**src/sdc_pkg.sv**
```systemverilog
// package: command encodings, timing constants and carrier structs for the sdram host controller
package sdc_pkg;

  // pin command encodings {cs_n, ras_n, cas_n, we_n}
  localparam logic [3:0] CMD_DESELECT = 4'h8;
  localparam logic [3:0] CMD_NOP = 4'h7;
  localparam logic [3:0] CMD_ACTIVE = 4'h3;
  localparam logic [3:0] CMD_READ = 4'h5;
  localparam logic [3:0] CMD_WRITE = 4'h4;
  localparam logic [3:0] CMD_BURST_TERM = 4'h6;
  localparam logic [3:0] CMD_PRECHARGE = 4'h2;
  localparam logic [3:0] CMD_REFRESH = 4'h1;
  localparam logic [3:0] CMD_MODE_LOAD = 4'h0;

  // field positions and widths
  localparam int ADDR_W = 13;
  localparam int ROW_W = 12;
  localparam int COL_W = 11;
  localparam int DATA_W = 16;
  localparam int MASK_W = 2;
  localparam int AP_BIT = 10;
  localparam int MODE_HIGH_BIT = 12;
  localparam int NUM_BANKS = 4;
  localparam int FIFO_DEPTH = 4;

  // clock and timing, times in ns, refresh intervals in ps, exit minimum in clocks
  localparam int CLK_PERIOD_NS = 10;
  localparam int MODE_LOAD_WAIT_NS = 20;
  localparam int PRECHARGE_PERIOD_NS = 20;
  localparam int ROW_ACTIVE_MIN_NS = 44;
  localparam int REFRESH_CYCLE_NS = 66;
  localparam int SELF_REFRESH_EXIT_WAIT_NS = 75;
  localparam int ACT_TO_RW_NS = 20;
  localparam int SELF_REFRESH_EXIT_MIN_CLK = 2;
  localparam int REFRESH_INTERVAL_STD_PS = 15625000;
  localparam int REFRESH_INTERVAL_AUTO_PS = 3906000;
  localparam int CAS_LATENCY = 2;
  localparam int BURST_LEN = 1;

  // least times round up, longest times round down
  localparam int MODE_LOAD_WAIT_CYC = (MODE_LOAD_WAIT_NS + CLK_PERIOD_NS - 1) / CLK_PERIOD_NS;
  localparam int PRECHARGE_CYC = (PRECHARGE_PERIOD_NS + CLK_PERIOD_NS - 1) / CLK_PERIOD_NS;
  localparam int ROW_ACTIVE_CYC = (ROW_ACTIVE_MIN_NS + CLK_PERIOD_NS - 1) / CLK_PERIOD_NS;
  localparam int REFRESH_CYC = (REFRESH_CYCLE_NS + CLK_PERIOD_NS - 1) / CLK_PERIOD_NS;
  localparam int ACT_TO_RW_CYC = (ACT_TO_RW_NS + CLK_PERIOD_NS - 1) / CLK_PERIOD_NS;
  localparam int XSR_RAW = (SELF_REFRESH_EXIT_WAIT_NS + CLK_PERIOD_NS - 1) / CLK_PERIOD_NS;
  localparam int SELF_EXIT_CYC =
    (XSR_RAW > SELF_REFRESH_EXIT_MIN_CLK) ? XSR_RAW : SELF_REFRESH_EXIT_MIN_CLK;
  localparam int REFRESH_STD_CYC = REFRESH_INTERVAL_STD_PS / (CLK_PERIOD_NS * 1000);
  localparam int REFRESH_AUTO_CYC = REFRESH_INTERVAL_AUTO_PS / (CLK_PERIOD_NS * 1000);
  localparam int WAIT_W = 12;

  typedef enum logic [2:0] {
    SDC_OP_READ = 3'h0,
    SDC_OP_WRITE = 3'h1,
    SDC_OP_MODE_LOAD = 3'h2,
    SDC_OP_PRECHARGE_ALL = 3'h3,
    SDC_OP_BURST_TERM = 3'h4
  } sdc_op_e;

  typedef struct packed {
    sdc_op_e op;
    logic [1:0] bank;
    logic [ROW_W-1:0] row;
    logic [COL_W-1:0] col;
    logic auto_pre;
    logic [DATA_W-1:0] wdata;
    logic [MASK_W-1:0] mask;
  } sdc_req_s;

  typedef struct packed {
    logic [3:0] cmd;
    logic [1:0] bank;
    logic [ADDR_W-1:0] addr;
    logic [MASK_W-1:0] mask;
    logic cke;
  } sdc_pins_s;

endpackage : sdc_pkg

```
**src/sdc_fifo.sv**
```systemverilog
// parameterised valid/ready fifo held in flip-flops
`timescale 1ns/1ns
module sdc_fifo #(
  parameter int WIDTH = 8,
  parameter int DEPTH = 4
) (
  // clock and reset
  input wire logic ref_clk,
  input wire logic arst_n,
  // fill side
  input wire logic in_valid,
  output logic in_ready,
  input wire logic [WIDTH-1:0] in_data,
  // drain side
  output logic out_valid,
  input wire logic out_ready,
  output logic [WIDTH-1:0] out_data
);
  localparam int PW = $clog2(DEPTH);
  logic [WIDTH-1:0] mem_r [DEPTH];
  logic [PW-1:0] wr_ptr_r;
  logic [PW-1:0] rd_ptr_r;
  logic [PW:0] count_r;
  logic push;
  logic pop;

  assign in_ready = (count_r != (PW+1)'(DEPTH));
  assign out_valid = (count_r != '0);
  assign out_data = mem_r[rd_ptr_r];
  assign push = in_valid && in_ready;
  assign pop = out_valid && out_ready;

  always_ff @(posedge ref_clk or negedge arst_n) begin
    if (!arst_n) begin
      wr_ptr_r <= '0;
      rd_ptr_r <= '0;
      count_r <= '0;
    end else begin
      if (push) begin
        wr_ptr_r <= (wr_ptr_r == PW'(DEPTH - 1)) ? '0 : wr_ptr_r + 1'b1;
      end
      if (pop) begin
        rd_ptr_r <= (rd_ptr_r == PW'(DEPTH - 1)) ? '0 : rd_ptr_r + 1'b1;
      end
      if (push && !pop) begin
        count_r <= count_r + 1'b1;
      end else if (pop && !push) begin
        count_r <= count_r - 1'b1;
      end
    end
  end

  always_ff @(posedge ref_clk) begin
    if (push) begin
      mem_r[wr_ptr_r] <= in_data;
    end
  end
endmodule : sdc_fifo

```
**src/sdc_ctrl.sv**
```systemverilog
// host-side sdram command controller: bank tracking, timing waits and refresh scheduling
// Contract
// - command codes come from four strobe pins
// - refresh code: clock gate selects auto/self
// - mode load uses A0-A11, A12 low
// - mode load only when idle, then wait
// - precharge before opening another row
// - wait precharge period, then activate first
// - after auto precharge wait precharge period
// - precharge all before auto refresh
// - refresh every 15.625us standard grade
// - automotive grade refresh every 3.906us
// - self refresh holds clock gate low
// - stay in self refresh row-active time
// - stable clock, raise gate, nops for wait
// - resume refreshes at 15.625us after exit; code refreshes as soon as the exit wait ends
`timescale 1ns/1ns
module sdc_ctrl (
  // clock and reset
  input wire logic ref_clk,
  input wire logic arst_n,
  // user requests
  input wire logic req_valid,
  output logic req_ready,
  input wire sdc_pkg::sdc_req_s req_data,
  // read return
  output logic rd_valid,
  output logic [sdc_pkg::DATA_W-1:0] rd_data,
  // control
  input wire logic auto_grade,
  input wire logic self_refresh_req,
  output logic in_self_refresh,
  output logic init_done,
  // sdram pins
  output logic sd_cs_n,
  output logic sd_ras_n,
  output logic sd_cas_n,
  output logic sd_we_n,
  output logic sd_cke,
  output logic [1:0] sd_bank,
  output logic [sdc_pkg::ADDR_W-1:0] sd_addr,
  output logic [sdc_pkg::MASK_W-1:0] sd_dqm,
  input wire logic [sdc_pkg::DATA_W-1:0] sd_dq_in,
  output logic [sdc_pkg::DATA_W-1:0] sd_dq_out,
  output logic sd_dq_oe
);
  typedef enum logic [2:0] {
    SDC_ST_INIT = 3'b000,
    SDC_ST_IDLE = 3'b001,
    SDC_ST_ACCESS = 3'b011,
    SDC_ST_WAIT = 3'b010,
    SDC_ST_REF_PRE = 3'b110,
    SDC_ST_SELF = 3'b111,
    SDC_ST_SELF_EXIT = 3'b101
  } sdc_state_e;

  localparam int RD_PIPE = sdc_pkg::CAS_LATENCY + 1;

  function automatic logic [sdc_pkg::WAIT_W-1:0] cyc(input int n);
    cyc = sdc_pkg::WAIT_W'(n);
  endfunction : cyc

  sdc_state_e state_r;
  sdc_pkg::sdc_pins_s pins_r;
  logic [sdc_pkg::WAIT_W-1:0] wait_r;
  logic [sdc_pkg::WAIT_W-1:0] ref_cnt_r;
  logic ref_due_r;
  logic [sdc_pkg::NUM_BANKS-1:0] bank_open_r;
  logic [sdc_pkg::ROW_W-1:0] open_row_r [sdc_pkg::NUM_BANKS];
  logic [1:0] mode_step_r;
  logic [RD_PIPE-1:0] rd_pipe_r;
  logic rd_valid_r;
  logic [sdc_pkg::DATA_W-1:0] rd_data_r;
  logic [sdc_pkg::DATA_W-1:0] dq_out_r;
  logic dq_oe_r;
  logic self_r;
  logic init_done_r;

  // request queue
  logic q_valid;
  logic q_pop;
  sdc_pkg::sdc_req_s q_req;

  sdc_fifo #(
    .WIDTH($bits(sdc_pkg::sdc_req_s)),
    .DEPTH(sdc_pkg::FIFO_DEPTH)
  ) u_fifo (
    .ref_clk(ref_clk),
    .arst_n(arst_n),
    .in_valid(req_valid),
    .in_ready(req_ready),
    .in_data(req_data),
    .out_valid(q_valid),
    .out_ready(q_pop),
    .out_data(q_req)
  );

  logic wait_done;
  logic row_hit;
  logic row_miss;
  logic is_rw;
  assign wait_done = (wait_r == '0);
  assign is_rw = (q_req.op == sdc_pkg::SDC_OP_READ) || (q_req.op == sdc_pkg::SDC_OP_WRITE);
  assign row_hit = bank_open_r[q_req.bank] && (open_row_r[q_req.bank] == q_req.row);
  assign row_miss = bank_open_r[q_req.bank] && (open_row_r[q_req.bank] != q_req.row);

  // refresh interval timer, spacing per temperature grade
  always_ff @(posedge ref_clk or negedge arst_n) begin
    if (!arst_n) begin
      ref_cnt_r <= '0;
      ref_due_r <= 1'b0;
    end else if (state_r == SDC_ST_SELF) begin
      ref_cnt_r <= '0;
      ref_due_r <= 1'b1; // first refresh right after exit
    end else if (pins_r.cmd == sdc_pkg::CMD_REFRESH && pins_r.cke) begin
      ref_cnt_r <= '0;
      ref_due_r <= 1'b0;
    end else if (ref_cnt_r >= (auto_grade ? cyc(sdc_pkg::REFRESH_AUTO_CYC - 1)
                                          : cyc(sdc_pkg::REFRESH_STD_CYC - 1))) begin
      ref_due_r <= 1'b1;
    end else begin
      ref_cnt_r <= ref_cnt_r + 1'b1;
    end
  end

  // command sequencer
  always_ff @(posedge ref_clk or negedge arst_n) begin
    if (!arst_n) begin
      state_r <= SDC_ST_INIT;
      pins_r <= '{cmd: sdc_pkg::CMD_NOP, bank: 2'h0, addr: '0, mask: '1, cke: 1'b1};
      wait_r <= cyc(sdc_pkg::PRECHARGE_CYC);
      bank_open_r <= '0;
      mode_step_r <= 2'h0;
      self_r <= 1'b0;
      dq_out_r <= '0;
      dq_oe_r <= 1'b0;
      rd_pipe_r <= '0;
    end else begin
      pins_r.cmd <= sdc_pkg::CMD_NOP; // default keeps the device idle
      pins_r.mask <= '0;
      dq_oe_r <= 1'b0;
      rd_pipe_r <= {rd_pipe_r[RD_PIPE-2:0], 1'b0};
      if (!wait_done) begin
        wait_r <= wait_r - 1'b1;
      end
      case (state_r)
        SDC_ST_INIT: begin
          if (wait_done) begin
            case (mode_step_r)
              2'h0: begin
                pins_r.cmd <= sdc_pkg::CMD_PRECHARGE;
                pins_r.addr <= sdc_pkg::ADDR_W'(1) << sdc_pkg::AP_BIT;
                wait_r <= cyc(sdc_pkg::PRECHARGE_CYC - 1);
              end
              2'h1, 2'h2: begin
                pins_r.cmd <= {3'h0, 1'b1}; // auto refresh code
                wait_r <= cyc(sdc_pkg::REFRESH_CYC - 1);
              end
              default: begin
                pins_r.cmd <= sdc_pkg::CMD_MODE_LOAD;
                // burst 1, sequential, latency field, A12 driven low
                pins_r.addr <= sdc_pkg::ADDR_W'(sdc_pkg::CAS_LATENCY << 4);
                pins_r.addr[sdc_pkg::MODE_HIGH_BIT] <= 1'b0;
                wait_r <= cyc(sdc_pkg::MODE_LOAD_WAIT_CYC - 1);
                state_r <= SDC_ST_WAIT;
              end
            endcase
            mode_step_r <= mode_step_r + 1'b1;
          end
        end
        SDC_ST_IDLE: begin
          if (wait_done) begin
            if (ref_due_r || self_refresh_req) begin
              if (bank_open_r != '0) begin
                pins_r.cmd <= sdc_pkg::CMD_PRECHARGE;
                pins_r.addr <= sdc_pkg::ADDR_W'(1) << sdc_pkg::AP_BIT;
                bank_open_r <= '0;
                wait_r <= cyc(sdc_pkg::PRECHARGE_CYC - 1);
              end else begin
                pins_r.cmd <= sdc_pkg::CMD_REFRESH;
                if (self_refresh_req && !ref_due_r) begin
                  pins_r.cke <= 1'b0;
                  self_r <= 1'b1;
                  wait_r <= cyc(sdc_pkg::ROW_ACTIVE_CYC - 1);
                  state_r <= SDC_ST_SELF;
                end else begin
                  wait_r <= cyc(sdc_pkg::REFRESH_CYC - 1);
                end
              end
            end else if (q_valid) begin
              state_r <= SDC_ST_ACCESS;
            end
          end
        end
        SDC_ST_ACCESS: begin
          if (q_req.op == sdc_pkg::SDC_OP_BURST_TERM) begin
            pins_r.cmd <= sdc_pkg::CMD_BURST_TERM;
            state_r <= SDC_ST_IDLE;
          end else if (q_req.op == sdc_pkg::SDC_OP_PRECHARGE_ALL ||
                       (q_req.op == sdc_pkg::SDC_OP_MODE_LOAD && bank_open_r != '0)) begin
            pins_r.cmd <= sdc_pkg::CMD_PRECHARGE;
            pins_r.addr <= sdc_pkg::ADDR_W'(1) << sdc_pkg::AP_BIT;
            bank_open_r <= '0;
            wait_r <= cyc(sdc_pkg::PRECHARGE_CYC - 1);
            state_r <= (q_req.op == sdc_pkg::SDC_OP_PRECHARGE_ALL) ? SDC_ST_WAIT : SDC_ST_REF_PRE;
          end else if (q_req.op == sdc_pkg::SDC_OP_MODE_LOAD) begin
            pins_r.cmd <= sdc_pkg::CMD_MODE_LOAD; // all banks idle here
            pins_r.addr <= {1'b0, q_req.row};
            wait_r <= cyc(sdc_pkg::MODE_LOAD_WAIT_CYC - 1);
            state_r <= SDC_ST_WAIT;
          end else if (row_miss) begin
            pins_r.cmd <= sdc_pkg::CMD_PRECHARGE; // close old row first
            pins_r.bank <= q_req.bank;
            pins_r.addr <= '0;
            bank_open_r[q_req.bank] <= 1'b0;
            wait_r <= cyc(sdc_pkg::PRECHARGE_CYC - 1);
            state_r <= SDC_ST_REF_PRE;
          end else if (!row_hit) begin
            pins_r.cmd <= sdc_pkg::CMD_ACTIVE;
            pins_r.bank <= q_req.bank;
            pins_r.addr <= {1'b0, q_req.row};
            bank_open_r[q_req.bank] <= 1'b1;
            open_row_r[q_req.bank] <= q_req.row;
            wait_r <= cyc(sdc_pkg::ROW_ACTIVE_CYC - 1);
            state_r <= SDC_ST_REF_PRE;
          end else if (is_rw) begin
            pins_r.cmd <= (q_req.op == sdc_pkg::SDC_OP_READ) ? sdc_pkg::CMD_READ
                                                              : sdc_pkg::CMD_WRITE;
            pins_r.bank <= q_req.bank;
            pins_r.addr <= {2'b00, q_req.col};
            pins_r.addr[sdc_pkg::AP_BIT] <= q_req.auto_pre; // per command
            pins_r.mask <= q_req.mask; // write mask with data, read mask two clocks on
            if (q_req.op == sdc_pkg::SDC_OP_WRITE) begin
              dq_out_r <= q_req.wdata;
              dq_oe_r <= 1'b1;
            end else begin
              rd_pipe_r[0] <= 1'b1;
            end
            if (q_req.auto_pre) begin
              bank_open_r[q_req.bank] <= 1'b0;
              wait_r <= cyc(sdc_pkg::PRECHARGE_CYC + RD_PIPE);
            end else begin
              wait_r <= cyc(RD_PIPE);
            end
            state_r <= SDC_ST_WAIT;
          end else begin
            state_r <= SDC_ST_IDLE;
          end
        end
        SDC_ST_REF_PRE: begin
          if (wait_done) begin
            state_r <= SDC_ST_ACCESS; // retry the same request after the wait
          end
        end
        SDC_ST_WAIT: begin
          if (wait_done) begin
            state_r <= SDC_ST_IDLE;
          end
        end
        SDC_ST_SELF: begin
          pins_r.cke <= 1'b0;
          if (wait_done && !self_refresh_req) begin
            pins_r.cke <= 1'b1; // clock has run throughout
            wait_r <= cyc(sdc_pkg::SELF_EXIT_CYC - 1);
            state_r <= SDC_ST_SELF_EXIT;
          end
        end
        SDC_ST_SELF_EXIT: begin
          if (wait_done) begin // nops until exit wait is over
            self_r <= 1'b0;
            state_r <= SDC_ST_IDLE;
          end
        end
        default: begin
          state_r <= SDC_ST_IDLE;
        end
      endcase
    end
  end

  // a request leaves the queue in the cycle its command is issued
  assign q_pop = (state_r == SDC_ST_ACCESS) && q_valid &&
                 ((q_req.op == sdc_pkg::SDC_OP_BURST_TERM) ||
                  (q_req.op == sdc_pkg::SDC_OP_PRECHARGE_ALL) ||
                  (q_req.op == sdc_pkg::SDC_OP_MODE_LOAD && bank_open_r == '0) ||
                  (is_rw && row_hit));

  // status flag kept in a flip-flop so the port is glitch free
  always_ff @(posedge ref_clk or negedge arst_n) begin
    if (!arst_n) begin
      init_done_r <= 1'b0;
    end else begin
      init_done_r <= (state_r != SDC_ST_INIT);
    end
  end

  // read data captured after the latency, one cycle of pin registers added
  always_ff @(posedge ref_clk or negedge arst_n) begin
    if (!arst_n) begin
      rd_valid_r <= 1'b0;
      rd_data_r <= '0;
    end else begin
      rd_valid_r <= rd_pipe_r[RD_PIPE-1];
      if (rd_pipe_r[RD_PIPE-1]) begin
        rd_data_r <= sd_dq_in;
      end
    end
  end

  assign {sd_cs_n, sd_ras_n, sd_cas_n, sd_we_n} = pins_r.cmd;
  assign sd_cke = pins_r.cke;
  assign sd_bank = pins_r.bank;
  assign sd_addr = pins_r.addr;
  assign sd_dqm = pins_r.mask;
  assign sd_dq_out = dq_out_r;
  assign sd_dq_oe = dq_oe_r;
  assign rd_valid = rd_valid_r;
  assign rd_data = rd_data_r;
  assign in_self_refresh = self_r;
  assign init_done = init_done_r;
endmodule : sdc_ctrl

```
**config.mk**
```make
export PLATFORM = sky130hd
export DESIGN_NAME = sdc_ctrl
export DESIGN_NICKNAME = d
export VERILOG_FILES = /design/src/sdc_pkg.sv /design/src/sdc_fifo.sv /design/src/sdc_ctrl.sv
export SDC_FILE = /design/constraint.sdc
export NUM_CORES = 1
export LEC_CHECK = 0
export ABC_AREA = 1
export BUFFER_PORTS_ARGS = -buffer_cell sky130_fd_sc_hd__buf_2
export CAP_MARGIN = 20
export CORE_ASPECT_RATIO = 1.4
export CORE_MARGIN = 5
export CORE_UTILIZATION = 45
export DETAILED_ROUTE_END_ITERATION = 16
export PLACE_DENSITY = 0.65
export SYNTH_ARGS = -nofsm -noshare
export SYNTH_HDL_FRONTEND = slang
export SYNTH_SLANG_ARGS = --single-unit
```
**constraint.sdc**
```tcl
create_clock -name ref_clk -period 7.4 [get_ports ref_clk]
set_input_delay 0.37 -clock ref_clk [delete_from_list [all_inputs] [get_ports ref_clk]]
set_output_delay 0.37 -clock ref_clk [all_outputs]
set_load 0.005 [all_outputs]
```
==> results.py <==
metrics = {
    "status": {
        "status": "finished, final reports clean",
    },
    "sta": {
        "drv_slew": 0,
        "rsz0062_at_grt": "false",
        "setup_tns_ps": 0,
        "slew_headroom_pct": 39.4,
        "final_hold_viol_count": 0,
        "worst_pin_slew_ps": 900,
        "setup_viol": 0,
        "timing.fmax_mhz": 217,
        "fin_crit_ps": 4610,
        "fin_crit_sh_pct": 62.2,
        "skew_ps": 23.2,
    },
    "placed_design": {
        "gp_congestion": 0.884,
        "detailed_place_hpwl_mm": 22.1,
        "io_buffers": 123,
    },
    "routing": {
        "drc_errors": 0,
        "drt_pass1_iterations": 7,
        "wl_mm": 33.6,
        "viasPerCell": 5.27,
        "antenna_left": 0,
        "initialDrtViolationCount": 769,
        "wl_per_cell_um": 16.9,
        "vias": 10500,
    },
    "logic_synthesis": {
        "synth-seq-cells": 332,
        "synthFlopType": "edfxtp_1",
        "async_flop_share_pct": 30.1,
        "postSynthAreaPerCell_um2": 10.6,
        "netlist_area_um2": 14800,
        "yosysWarnings": 0,
        "synth.distinct_cells": 60,
        "synth_enable_flop_cells": 232,
        "netlist_instances": 1398,
        "synth_seq_area_share_pct": 64.1,
    },
    "power_and_ir_drop": {
        "power_mw": 4.75,
        "p_seq_share_pct": 49.0,
        "powerDensity_nw_per_um2": 280,
        "power_frac_comb_pct": 13.8,
        "internal_power_mw": 3.50,
        "leakagePower_nw": 7.40,
        "swShare_pct": 26.2,
        "ir_drop_mv": 0.205,
        "p_clk_share_pct": 37.2,
        "p_sw_mw": 1.24,
    },
    "finish": {
        "fillers": 2937,
        "fin_nets": 1609,
        "drive_gt1_share_pct": 17.0,
        "final_common_cell": "nand2_1",
        "syn2layout_area_growth_pct": 14.8,
        "mostFrequentLayoutCells": "nand2_1 (337), edfxtp_1 (232), nor2_1 (130)",
    },
    "global_routing": {
        "grt_start_max_net_pins": 76,
        "antenna_found_initial": 1,
        "grt_pass1_vias": 10200,
        "grt_usage_pct": 18.2,
        "grt_first_pass_wirelength_mm": 53.4,
        "overflow": 0,
    },
    "worst_hold_path": {
        "whs_path_depth": 1,
        "holdPathEnd": "u_fifo.mem_r[0][26]$_DFFE_PP_",
        "holdCritStartpoint": "req_data[26]",
        "min_path_type": "in -> reg",
    },
    "critical_path": {
        "reg2reg_slack_ps": 2790,
        "critical_path_class": "reg -> reg",
        "rr_startpoint": "u_fifo.rd_ptr_r[0]$_DFFE_PN0P_",
        "cp_data_arrival_time_ps": 5010,
        "reg2reg_depth": 22,
        "cp_data_required_time_ps": 7800,
        "startpoint_type": "flip-flop",
        "worst-path-max-fanout": 30,
        "r2r-end": "u_fifo.count_r[1]$_DFFE_PN0P_",
        "endpoint_kind": "flip-flop",
    },
    "clocking": {
        "post_cts_resized": 0,
        "clockBufferDepth": 3,
        "clk_latency_ps": 530,
        "hold_buffers": 1,
        "cts_tree": "done",
        "clkSinkCount": 332,
        "cts_buffers": 34,
        "cts_root_buf": "clkbuf_16",
        "htree_levels": 2,
        "cts_setup_buffers": 0,
        "clk_pin_slew_ps": 60,
    },
    "die": {
        "die_area_um2": 36600,
        "ioPinCount": 127,
        "rows": 78,
        "start_util_pct": 45.6,
        "die_y_um": 224,
        "fp.coreArea_um2": 32400,
        "die_x_um": 163,
    },
    "run": {
        "maxCapViolCount": 0,
    },
}
critical path, stage by stage, from the launching register on:
cell and delay, ps:
dfrtp_2 710, inv_4 190, nand2_1 110, nand3_2 470
nand2_4 530, nand2_1 110, nand2_1 80, nand2_1 60
nand2_1 80, nand2_1 50, nand2_1 120, nand2_1 70
nor2_1 110, nand3_2 140, nor2_4 320, nand2_2 130
nand2_1 80, nand3_1 150, ha_1 260, inv_1 100
fa_1 400, nor2_1 110, a21oi_1 40
synthesized netlist by cell type (all sizes together) (2+ instances only):
cell      n  area (um^2)
xnor2     5         43.8
nor4      7         50.1
a32oi     5         73.8
ha       20          250
xor2      4         35.0
a211oi    6         45.0
clkbuf   24         90.1
buf      29          216
a32o     10          100
nor3b     4         30.0
o31ai     3         22.5
nand4     8         56.3
a21oi    46          234
nor3     20          111
dfstp     7          184
o21a      2         15.0
o22ai    21          131
nand2   341         1300
o211ai   14          105
mux2     16          180
or2      15         93.8
nor2    143          583
inv     115          437
edfxtp  232         6970
a31oi     2         12.5
nand3    69          368
dfrtp    93         2330
o21ai   124          621
clkinv    3         12.5
power groups by stage:
stage / combinational [mW] / clock, mW / sequential, mW
final: 0.655 / 1.77 / 2.33
after global routing: 0.749 / 1.89 / 2.34
after CTS: 0.667 / 1.81 / 2.33
after detailed placement: 0.661 / 0 / 2.36
after global placement: 0.645 / 0 / 2.35
after floorplan: 0.451 / 0 / 2.36
worst max path at each step:
stage                                    endpoint                      startpoint  slack [ps]
CTS                 u_fifo.count_r[1]$_DFFE_PN0P_  u_fifo.rd_ptr_r[0]$_DFFE_PN0P_        2750
floorplan            u_fifo.mem_r[0][0]$_DFFE_PP_   u_fifo.count_r[0]$_DFFE_PN0P_        4340
finish              u_fifo.count_r[1]$_DFFE_PN0P_  u_fifo.rd_ptr_r[0]$_DFFE_PN0P_        2790
global placement    u_fifo.count_r[1]$_DFFE_PN0P_  u_fifo.rd_ptr_r[0]$_DFFE_PN0P_        2850
detailed placement  u_fifo.count_r[1]$_DFFE_PN0P_  u_fifo.rd_ptr_r[0]$_DFFE_PN0P_        2770
global route        u_fifo.count_r[1]$_DFFE_PN0P_  u_fifo.rd_ptr_r[0]$_DFFE_PN0P_        2240
layout make-up:
class / instances / area [um^2] / area share (%)
flip-flops and latches: 332 / 9480 / 55.8
multi-input cells: 896 / 4590 / 27.0
clock buffers: 43 / 978 / 5.76
repair buffers: 138 / 731 / 4.30
well taps: 440 / 551 / 3.24
inverters: 118 / 449 / 2.65
clock inverters: 19 / 200 / 1.18
diodes: 1 / 2.50 / 0.0147
state kept, by name, indices dropped and copies added (netlist names), 3 cells and up:
register	count
state_r	3
rd_data	16
sd_dq_out	16
sd_addr	12
u_fifo.count_r	3
ref_cnt_r	12
rd_pipe_r	3
bank_open_r	4
open_row_r	48
wait_r	12
u_fifo.mem_r	184
kinds of logic (layout without fill, tap and decap cells):
kind of cell | count (synthesis) | in the layout | share of synthesized area [%]
buffers and inverters | 171 | 318 | 5.11
adder cells (fa/ha/maj) | 21 | 21 | 1.83
other | 1 | 3 | 0.0254
multiplexers | 16 | 16 | 1.22
AO/OA/AOI/OAI | 239 | 239 | 9.57
XOR/XNOR | 9 | 9 | 0.533
flip-flops | 332 | 332 | 64.1
AND/OR/NAND/NOR | 609 | 609 | 17.6
metal layers:
metal | global-route usage (%) | vias up | share of wire, %
met2 | 31.6 | 307 | 50
met5 | 0 | - | 0.039
met3 | 3.04 | 75 | 5.3
met1 | 22.9 | 5014 | 42
met4 | 6.74 | 2 | 3.2
li1 | - | 5066 | -
through the flow:
step | cells | util, % | hold slack, ps | cell area, um^2 | worst slack (ps)
after global routing | 1986 | 52.4 | 37.7 | 17000 | 2240
after CTS | 1985 | 52.4 | 31.3 | 17000 | 2750
after floorplan | 1399 | - | 74.4 | 14800 | 4340
after detailed placement | 1922 | 48.7 | 335 | 15800 | 2770
final | 1987 | 52.4 | 49.3 | 17000 | 2790
after global placement | 1922 | 48.7 | 334 | 15800 | 2850
(Power assumes the default switching activity.)
